### src/core/crs_pkg.sv
package crs_pkg;

  // Array geometry: the serial register length and the number of image rows.
  localparam int          DIM_W        = 11;
  localparam logic [10:0] ARRAY_COLS   = 11'h400;
  localparam logic [10:0] ARRAY_ROWS   = 11'h400;

  // Converter word width.
  localparam int          PIX_W        = 16;

  // Clock, charge transfer and node reset times.
  localparam int          CLK_NS       = 40;
  localparam int          SER_SHIFT_NS = 480;
  localparam int          PAR_SHIFT_NS = 12000;
  localparam int          NODE_RST_NS  = 120;
  localparam logic [31:0] SER_CYC      =
    32'((SER_SHIFT_NS + CLK_NS - 1) / CLK_NS);
  localparam logic [31:0] PAR_CYC      =
    32'((PAR_SHIFT_NS + CLK_NS - 1) / CLK_NS);
  localparam logic [31:0] RST_CYC      =
    32'((NODE_RST_NS + CLK_NS - 1) / CLK_NS);

  // Output amplifier selection, which fixes the serial direction.
  localparam logic        AMP_LOW_NOISE = 1'b0;
  localparam logic        DIR_LEFT      = 1'b0;
  localparam logic        DIR_RIGHT     = 1'b1;

  typedef enum logic [2:0] {
    CRS_IDLE   = 3'h0,
    CRS_EXPOSE = 3'h1,
    CRS_COMP   = 3'h2,
    CRS_PAR    = 3'h3,
    CRS_SER    = 3'h4,
    CRS_CONV   = 3'h5,
    CRS_DUMP   = 3'h6
  } crs_state_e;

  typedef struct packed {
    logic        binned;
    logic        amp_sel;
    logic [1:0]  gain;
    logic [10:0] bin_x;
    logic [10:0] bin_y;
    logic [10:0] roi_x0;
    logic [10:0] roi_y0;
    logic [10:0] roi_w;
    logic [10:0] roi_h;
    logic [31:0] exp_cyc;
    logic [31:0] comp_cyc;
  } crs_cfg_s;

  typedef struct packed {
    logic        par_clk;
    logic        ser_clk;
    logic        ser_dir;
    logic        node_rst;
    logic        adc_start;
    logic        amp_sel;
    logic [1:0]  gain;
  } crs_ccd_s;

  typedef struct packed {
    logic        valid;
    logic        sof;
    logic        sol;
    logic        eof;
    logic [15:0] data;
  } crs_pix_s;

endpackage : crs_pkg

### src/core/crs_timer.sv
`timescale 1ns/1ps
`default_nettype none

// Down counter: load starts an interval, done pulses as its last cycle ends.
module crs_timer (
  // Clock and reset
  input  wire logic        sys_clk,
  input  wire logic        srst,
  // Control
  input  wire logic        load,
  input  wire logic [31:0] load_val,
  // Status
  output logic             done
);

  logic [31:0] cnt;
  wire  [31:0] start_val = (load_val == 32'h0) ? 32'h1 : load_val;

  always_ff @(posedge sys_clk) begin
    if (srst) begin
      cnt <= 32'h0;
    end else if (load) begin
      cnt <= start_val;
    end else if (cnt != 32'h0) begin
      cnt <= cnt - 32'h1;
    end
  end

  // Done must not look at load, since the caller forms load from done.
  assign done = (cnt == 32'h1);

endmodule : crs_timer

`default_nettype wire

### src/core/crs_sequencer.sv
`timescale 1ns/1ps
`default_nettype none

module crs_sequencer (
  // Clock and reset
  input  wire logic             sys_clk,
  input  wire logic             srst,
  // Frame control
  input  wire logic             start,
  input  wire crs_pkg::crs_cfg_s cfg,
  // Converter answer
  input  wire logic             adc_done,
  input  wire logic [15:0]      adc_data,
  // Array drive
  output crs_pkg::crs_ccd_s     ccd,
  // Pixel stream to the host
  output crs_pkg::crs_pix_s     pix,
  // Status
  output logic                  busy,
  output logic                  not_scan,
  output logic                  array_clear,
  output logic                  frame_done
);

  crs_pkg::crs_state_e state;
  crs_pkg::crs_state_e next_state;
  crs_pkg::crs_cfg_s   cur;

  logic [10:0] row_cnt;
  logic [10:0] col_cnt;
  logic [10:0] rb;
  logic [10:0] cb;
  logic [10:0] sr_row;
  logic [10:0] sc_col;
  logic        first_px;
  logic        row_first;
  logic        tmr_done;
  logic        tmr_load;
  logic [31:0] tmr_val;

  // Full-frame mode forces unit bins so each pixel is converted alone.
  wire [10:0] eff_bx = (!cur.binned || cur.bin_x == 11'h0) ? 11'h1 : cur.bin_x;
  wire [10:0] eff_by = (!cur.binned || cur.bin_y == 11'h0) ? 11'h1 : cur.bin_y;

  wire        last_row  = (row_cnt == crs_pkg::ARRAY_ROWS);
  wire        last_col  = (col_cnt == crs_pkg::ARRAY_COLS);
  wire        row_full  = (rb + 11'h1 == eff_by) ||
                          (row_cnt + 11'h1 == crs_pkg::ARRAY_ROWS);
  wire        bin_full  = (cb + 11'h1 == eff_bx) ||
                          (col_cnt + 11'h1 == crs_pkg::ARRAY_COLS);

  // Region test on the first physical pixel of the super pixel.
  wire [11:0] x_end     = {1'b0, cur.roi_x0} + {1'b0, cur.roi_w};
  wire [11:0] y_end     = {1'b0, cur.roi_y0} + {1'b0, cur.roi_h};
  wire        in_x      = (sc_col >= cur.roi_x0) && ({1'b0, sc_col} < x_end);
  wire        in_y      = (sr_row >= cur.roi_y0) && ({1'b0, sr_row} < y_end);
  wire        in_roi    = in_x && in_y;

  wire        start_ok  = start && (state == crs_pkg::CRS_IDLE);
  wire        pix_end   = (state == crs_pkg::CRS_CONV && adc_done) ||
                          (state == crs_pkg::CRS_DUMP && tmr_done);

  always_comb begin
    next_state = state;
    unique case (state)
      crs_pkg::CRS_IDLE: begin
        if (start) begin
          next_state = crs_pkg::CRS_EXPOSE;
        end
      end
      crs_pkg::CRS_EXPOSE: begin
        if (tmr_done) begin
          next_state = crs_pkg::CRS_COMP;
        end
      end
      crs_pkg::CRS_COMP: begin
        if (tmr_done) begin
          next_state = crs_pkg::CRS_PAR;
        end
      end
      crs_pkg::CRS_PAR: begin
        if (tmr_done && row_full) begin
          next_state = crs_pkg::CRS_SER;
        end
      end
      crs_pkg::CRS_SER: begin
        if (tmr_done && bin_full) begin
          next_state = in_roi ? crs_pkg::CRS_CONV
                              : crs_pkg::CRS_DUMP;
        end
      end
      crs_pkg::CRS_CONV, crs_pkg::CRS_DUMP: begin
        if (pix_end) begin
          if (!last_col) begin
            next_state = crs_pkg::CRS_SER;
          end else if (!last_row) begin
            next_state = crs_pkg::CRS_PAR;
          end else begin
            next_state = crs_pkg::CRS_IDLE;
          end
        end
      end
      default: begin
        next_state = crs_pkg::CRS_IDLE;
      end
    endcase
  end

  // The timer restarts on every state change and on each repeated shift.
  assign tmr_load = (next_state != state) ||
                    (tmr_done && (state == crs_pkg::CRS_PAR ||
                                  state == crs_pkg::CRS_SER));

  always_comb begin
    unique case (next_state)
      crs_pkg::CRS_EXPOSE: tmr_val = start_ok ? cfg.exp_cyc : cur.exp_cyc;
      crs_pkg::CRS_COMP:   tmr_val = cur.comp_cyc;
      crs_pkg::CRS_PAR:    tmr_val = crs_pkg::PAR_CYC;
      crs_pkg::CRS_SER:    tmr_val = crs_pkg::SER_CYC;
      crs_pkg::CRS_DUMP:   tmr_val = crs_pkg::RST_CYC;
      default:             tmr_val = 32'h0;
    endcase
  end

  crs_timer u_timer (
    .sys_clk  (sys_clk),
    .srst     (srst),
    .load     (tmr_load),
    .load_val (tmr_val),
    .done     (tmr_done)
  );

  always_ff @(posedge sys_clk) begin
    if (srst) begin
      state <= crs_pkg::CRS_IDLE;
    end else begin
      state <= next_state;
    end
  end

  // Settings are frozen for the whole frame.
  always_ff @(posedge sys_clk) begin
    if (srst) begin
      cur <= '0;
    end else if (start_ok) begin
      cur <= cfg;
    end
  end

  // Physical row and column positions and the bin sub-counts.
  always_ff @(posedge sys_clk) begin
    if (srst || start_ok) begin
      row_cnt <= 11'h0;
      rb      <= 11'h0;
      sr_row  <= 11'h0;
    end else if (state == crs_pkg::CRS_PAR && tmr_done) begin
      row_cnt <= row_cnt + 11'h1;
      rb      <= row_full ? 11'h0 : rb + 11'h1;
    end else if (pix_end && last_col) begin
      sr_row  <= row_cnt;
    end
  end

  always_ff @(posedge sys_clk) begin
    if (srst || (state == crs_pkg::CRS_PAR)) begin
      col_cnt <= 11'h0;
      cb      <= 11'h0;
      sc_col  <= 11'h0;
    end else if (state == crs_pkg::CRS_SER && tmr_done) begin
      col_cnt <= col_cnt + 11'h1;
      cb      <= bin_full ? 11'h0 : cb + 11'h1;
    end else if (pix_end) begin
      sc_col  <= col_cnt;
    end
  end

  // Registered drive to the array, the converter and the preamplifier.
  always_ff @(posedge sys_clk) begin
    if (srst) begin
      ccd <= '0;
    end else begin
      ccd.par_clk   <= (next_state == crs_pkg::CRS_PAR);
      ccd.ser_clk   <= (next_state == crs_pkg::CRS_SER);
      ccd.ser_dir   <= (cur.amp_sel == crs_pkg::AMP_LOW_NOISE)
                       ? crs_pkg::DIR_LEFT : crs_pkg::DIR_RIGHT;
      // Aligned with par_clk so the node is free for the first serial shift.
      ccd.node_rst  <= (next_state == crs_pkg::CRS_DUMP) ||
                       (next_state == crs_pkg::CRS_PAR);
      ccd.adc_start <= (next_state == crs_pkg::CRS_CONV) &&
                       (state != crs_pkg::CRS_CONV);
      ccd.amp_sel   <= cur.amp_sel;
      ccd.gain      <= cur.gain;
    end
  end

  // Stream flags follow the conversions as they leave the node.
  always_ff @(posedge sys_clk) begin
    if (srst || start_ok) begin
      first_px  <= 1'b1;
      row_first <= 1'b1;
    end else if (state == crs_pkg::CRS_CONV && adc_done) begin
      first_px  <= 1'b0;
      row_first <= last_col;
    end else if (pix_end && last_col) begin
      row_first <= 1'b1;
    end
  end

  always_ff @(posedge sys_clk) begin
    if (srst) begin
      pix <= '0;
    end else begin
      pix.valid <= (state == crs_pkg::CRS_CONV) && adc_done;
      pix.sof   <= (state == crs_pkg::CRS_CONV) && adc_done && first_px;
      pix.sol   <= (state == crs_pkg::CRS_CONV) && adc_done && row_first;
      pix.eof   <= (state == crs_pkg::CRS_CONV) && adc_done &&
                   (next_state == crs_pkg::CRS_IDLE);
      pix.data  <= adc_data;
    end
  end

  always_ff @(posedge sys_clk) begin
    if (srst) begin
      busy        <= 1'b0;
      not_scan    <= 1'b1;
      array_clear <= 1'b0;
      frame_done  <= 1'b0;
    end else begin
      busy       <= (next_state != crs_pkg::CRS_IDLE);
      not_scan   <= (next_state == crs_pkg::CRS_IDLE) ||
                    (next_state == crs_pkg::CRS_EXPOSE) ||
                    (next_state == crs_pkg::CRS_COMP);
      frame_done <= pix_end && (next_state == crs_pkg::CRS_IDLE);
      // Reading every row out empties the wells, so no clean pass is owed.
      if (pix_end && next_state == crs_pkg::CRS_IDLE) begin
        array_clear <= 1'b1;
      end else if (start_ok) begin
        array_clear <= 1'b0;
      end
    end
  end

endmodule : crs_sequencer

`default_nettype wire

### config.mk
export PLATFORM = sky130hd
export DESIGN_NAME = crs_sequencer
export DESIGN_NICKNAME = d
export VERILOG_FILES = /design/src/core/crs_pkg.sv /design/src/core/crs_timer.sv /design/src/core/crs_sequencer.sv
export SDC_FILE = /design/constraint.sdc
export NUM_CORES = 1
export LEC_CHECK = 0
export BUFFER_PORTS_ARGS = -buffer_cell sky130_fd_sc_hd__buf_2
export CORE_MARGIN = 4
export CORE_UTILIZATION = 55
export DETAILED_ROUTE_END_ITERATION = 12
export PLACE_DENSITY = 0.82
export SYNTH_ARGS = -nofsm -noshare
export SYNTH_HDL_FRONTEND = slang
export SYNTH_HIERARCHICAL = 1
export SYNTH_SLANG_ARGS = --single-unit
export TNS_END_PERCENT = 30
### constraint.sdc
create_clock -name sys_clk -period 9.4 [get_ports sys_clk]
set_input_delay 0.47 -clock sys_clk [delete_from_list [all_inputs] [get_ports sys_clk]]
set_output_delay 0.47 -clock sys_clk [all_outputs]
set_load 0.02 [all_outputs]
==> impl_metrics.yaml, run 1 <==
final_layout:
  syn_to_final_growth_pct: 14.3
  final-instance-count-excl-fill: 2213
  final_nets: 2089
  drive_gt1_frac: 0.151
  final_area_um2: 16100
  antenna_cells: 0
  final_core_util: 0.639
floorplanning:
  die_w_um: 168
  start_util: 0.559
  die_h_um: 168
  die-area_um2: 28200
  rows: 58
  coreArea_um2: 25200
  ioPinCount: 186
global_routing:
  grt_pass1_vias: 12200
  grt.overflow.total: 0
  grt_pass1_wl_um: 58800
  grt_max_degree: 109
  grt_use_total: 0.241
  antenna_found_initial: 1
clock_network:
  post_cts_resized: 0
  cts_hold_buf: 0
  h-tree-depth: 1
  cts_made_buffers: 28
  clock-sinks: 268
  path_clk_slew_ns: 0.06
  cts_setup_buffers: 0
  root_buffer: "clkbuf_16"
  clock_path_buffers: 3
  insertion_delay_ns: 0.55
  cts_tree: "yes"
synthesis:
  synth_fa_ha_area_frac: 0.0668
  syn_avg_cell_area_um2: 8.12
  yosys.area_share.simple: 0.237
  synth_xor_area_frac: 0.0479
  synth_seq_area_share: 0.381
  ys_ff_latch: 268
  postSynthCellCount: 1734
  async_flop_share: 0
  syn_nets: 1962
  ys_types: 85
  synth.area.mux_share: 0.0284
  synth_flop_cell: "dfxtp_1"
  netlist_area_um2: 14100
  yosysWarnings: 6
  synth-compound-area-share: 0.195
  synth_top_family_by_area: "simple AND/OR/NAND/NOR gates"
  synth_edf_count: 0
timing:
  setup_violations: 0
  fin_ws_ns: 3.01
  final.period_utilization: 0.679
  slew_viol_final: 0
  rsz0062_at_grt: "false"
  max_clock_freq_mhz: 157
  tightest_slew_ns: 1.16
  period_needed_ns: 6.39
  hold_viol_final: 0
  skew_ns: 0.0187
  finalSetupTns_ns: 0
  hold_slack_ns: 0.126
  maxSlewHeadroom: 0.229
pwr:
  power_density_nw_per_um2: 184
  power.leakage_nw: 6.38
  total_power_mw: 2.95
  irDropWorstVdd_mv: 0.156
critical_path:
  critPathRequiredTime_ns: 9.88
  slowest_delay_ns: 0.72
  reg2reg_depth: 25
  cp_max_fo: 40
  path_common_cell: "a21oi_1"
  start_kind: "flip-flop"
  critPathCapture: "u_timer/cnt[0]"
  crit_type: "flip-flop to flip-flop"
  r2r_slack_ns: 3.01
  worst-endpoint-arrival_ns: 6.87
  worstSetupEndpointType: "flip-flop"
  worstReg2RegStart: "cur[97]"
  slowest_stage: "clkinv_1"
  regToRegEndpoint: "u_timer/cnt[0]"
  crit_path_start: "cur[97]"
route:
  vias_per_cell: 5.79
  drc: 0
  routed_wl_um: 35500
  drtIter0Drc: 1155
  drtPass1Iterations: 5
  avgRoutedWirePerCell_um: 16.1
  via_count: 12800
  postRouteAntennaNets: 0
placement:
  pre_cts_ws_ns: 3.07
  gp_congestion: 0.917
  portBuffers: 185
  placed_cells: 2161
  dp_hpwl_um: 25000
  place_area_um2: 15100
outcome:
  status: "finished, final reports clean"
min_path:
  hp-start: "adc_data[8]"
  hold_class: "input pin to flip-flop"
job:
  maxCapViolCount: 0
==> cells in the final DEF (no fill, tap or decap), types with 28 or more instances in the layout <==
cell	instances
nor2_1	181
dfxtp_1	268
mux2i_1	40
a21oi_1	166
clkbuf_16	28
nand2_1	291
inv_1	48
xnor2_1	46
xor2_1	31
ha_1	72
buf_2	184
o21ai_0	61
nand3_1	38
nor3_1	29
nor2b_1	42
a211oi_1	30
==> worst max-delay path, delay by kind of cell (launching register included) <==
kind,cells,cell delay (ns)
AOI/OAI and AO/OA,15,3.20
DFF,1,0.33
adders and majority gates,3,0.91
and+or+nand+nor,3,0.40
xor gates and xnor gates,2,0.37
buffers and inverters,2,1.10
==> cells by family after synthesis <==
kind of cell	after synthesis
AO/OA/AOI/OAI	413
XOR/XNOR	77
adder cells (fa/ha/maj)	74
buffers and inverters	151
flip-flops	268
multiplexers	40
AND/OR/NAND/NOR	711
==> power by group <==
part           switching, mW  internal, mW
sequential            0.0574          1.20
clock                  0.463         0.692
combinational          0.334         0.208
==> per-layer routing <==
layer / part of all wire / track usage / vias to the layer above
met2: 0.45 / 0.392 / 440
met5: 0.00056 / 0 / -
met1: 0.45 / 0.334 / 5932
met4: 0.023 / 0.0586 / 2
met3: 0.072 / 0.0446 / 68
li1: - / - / 6363
==> synthesized netlist by cell type, drive strengths merged, types with 32 or more instances <==
library cell	number	area (um^2)
o21ai	64	324
ha	72	901
xnor2	46	403
a21oi	166	831
a211oi	32	250
inv	48	180
nor2	181	679
mux2i	40	400
nor2b	42	263
nand3	40	218
nand2	292	1100
dfxtp	268	5370
clkbuf	77	290
==> state kept, by name (all words and copies together), names as in the netlist <==
name and cells:
rb 11, busy 1, array_clear 1, sr_row 11, pix 20, row_cnt 11, cb 11, ccd 7
first_px 1, col_cnt 11, sc_col 11, not_scan 1, u_timer/cnt 32, state 3, row_first 1, frame_done 1
cur 134
==> cell type report <==
| class | count | area, um^2 |
|---|---|---|
| flip-flops and latches | 268 | 5370 |
| clock inverters | 15 | 196 |
| inverters | 49 | 184 |
| well taps | 330 | 413 |
| clock buffers | 37 | 774 |
| repair buffers | 199 | 1040 |
| fillers | 2104 | 9080 |
| multi-input cells | 1315 | 8130 |
==> worst min path at each step <==
stage | cells past startpoint | end
2_1_floorplan | 1 | first_px
3_3_place_gp | 1 | first_px
3_5_place_dp | 1 | first_px
4_1_cts | 2 | pix[14]
5_1_grt | 2 | pix[14]
6_report | 2 | pix[8]
Note: power is estimated with default switching activity, not from simulation.
==> run 2: changes to the inputs <==
Clock period 9.4 ns to 6.2 ns, I/O delays scaled along.
==> run 2 against run 1 <==
Net effect: clock-buffer cell count grew 5; utilization up 3.4 points; hold slack got worse by 0.11 ns; global-route usage increased by 0.75 points; largest cell class unchanged; design area is 5.4% higher; clock skew shrank 0.0049 ns; critical path depth rose by 3; routed wire length is 3.1% higher; total power grew 55%; sequential share of layout area down 1.7 points.
==> impl_metrics.yaml, run 2 (synthesized netlist as in run 1, its figures left out) <==
floorplanning:
  ioPinCount: 186
  coreArea_um2: 25200
  rows: 58
  die-area_um2: 28200
  die_h_um: 168
  start_util: 0.559
  die_w_um: 168
placement:
  dp_hpwl_um: 25100
  portBuffers: 185
  pre_cts_ws_ns: 0.100
  place_area_um2: 15200
  gp_congestion: 0.935
clock_network:
  h-tree-depth: 1
  cts_tree: "yes"
  insertion_delay_ns: 0.54
  root_buffer: "clkbuf_16"
  clock_path_buffers: 3
  clock-sinks: 268
  cts_made_buffers: 28
  path_clk_slew_ns: 0.06
pwr:
  power.leakage_nw: 6.75
  power_density_nw_per_um2: 270
  irDropWorstVdd_mv: 0.234
  total_power_mw: 4.58
global_routing:
  antenna_found_initial: 0
  grt.overflow.total: 0
  grt_use_total: 0.249
  grt_pass1_wl_um: 60600
  grt_pass1_vias: 12600
  grt_max_degree: 104
route:
  postRouteAntennaNets: 0
  vias_per_cell: 5.70
  drc: 0
  avgRoutedWirePerCell_um: 16.0
  drtIter0Drc: 993
  drtPass1Iterations: 5
  via_count: 13100
  routed_wl_um: 36600
timing:
  setup_violations: 0
  slew_viol_final: 0
  skew_ns: 0.0138
  fin_ws_ns: 0.352
  period_needed_ns: 5.85
  max_clock_freq_mhz: 171
  final.period_utilization: 0.943
  hold_slack_ns: 0.0173
  hold_viol_final: 0
  tightest_slew_ns: 1.25
  finalSetupTns_ns: 0
  maxSlewHeadroom: 0.167
critical_path:
  critPathRequiredTime_ns: 6.59
  crit_type: "flip-flop to flip-flop"
  worstSetupEndpointType: "flip-flop"
  slowest_delay_ns: 0.44
  slowest_stage: "nor4_1"
  start_kind: "flip-flop"
  worst-endpoint-arrival_ns: 6.24
  cp_max_fo: 12
final_layout:
  regMostFlops: "cur"
  final_nets: 2169
  drive_gt1_frac: 0.155
  n_fill_cell: 2013
  largest_reg_flops: 134
  final_area_um2: 17000
  antenna_cells: 0
  final_cell_mix: "291 x nand2_1, 268 x dfxtp_1, 184 x buf_2"
  syn_to_final_growth_pct: 20.4
  top_regs: "cur: 134 flops, u_timer/cnt: 32 flops, pix: 20 flops"
  layout_commonest_cell: "nand2_1"
job:
  maxCapViolCount: 0
outcome:
  status: "finished, final reports clean"
min_path:
  hold_class: "input pin to flip-flop"
[run 2: path summary, 6_finish.rpt]
kind             from              to  slack, ns  cells past startpoint
max           cur[97]  u_timer/cnt[1]       0.35                     28
min           cfg[73]         cur[73]       0.02                      3
max reg2reg   cur[97]  u_timer/cnt[1]       0.35                     28
min reg2reg  first_px        first_px       0.45                      1
[run 2: metrics by stage]
stage           util  std cells
6_report       0.674       2293
5_1_grt        0.674       2293
4_1_cts        0.670       2289
3_5_place_dp   0.604       2171
3_3_place_gp   0.604       2171
2_1_floorplan      -       1734
[run 2: repair_timing]
item | in CTS | in global routing
endpoints found under the hold margin | 66 | 0
setup endpoints to repair | 0 | 30
resized for setup | 0 | 8
hold buffers | 66 | 0
buffers inserted | 0 | 4
[run 2: area by class of cell]
cell class,instances,area [um^2],area share
Multi-Input combinational cell,1315,8160,0.481
Sequential cell,268,5370,0.316
Timing Repair Buffer,279,1830,0.108
Clock buffer,42,855,0.0504
Tap cell,330,413,0.0243
Inverter,49,188,0.0111
Clock inverter,10,153,0.00900
[run 2: metal layers]
metal | part of all wire | GRT usage | wire (um)
met1 | 0.45 | 0.335 | 16600
met2 | 0.46 | 0.420 | 16800
met3 | 0.069 | 0.0425 | 2510
met4 | 0.020 | 0.0568 | 741
met5 | 0 | 0 | 0
[run 2: worst max-delay path, delay by kind of cell (launching register included)]
family / cells / cell delay [ns]
buffers and inverters: 2 / 0.33
xor gates and xnor gates: 1 / 0.16
and+or+nand+nor: 6 / 1.08
DFF: 1 / 0.33
adders and majority gates: 3 / 0.87
AOI/OAI and AO/OA: 16 / 2.93
[run 2: where the power goes]
group	internal (mW)	leakage [nW]	switching, mW
clock network	1.11	0.497	0.687
registers	1.82	2.19	0.0899
logic	0.352	4.06	0.516
total	3.29	6.75	1.29
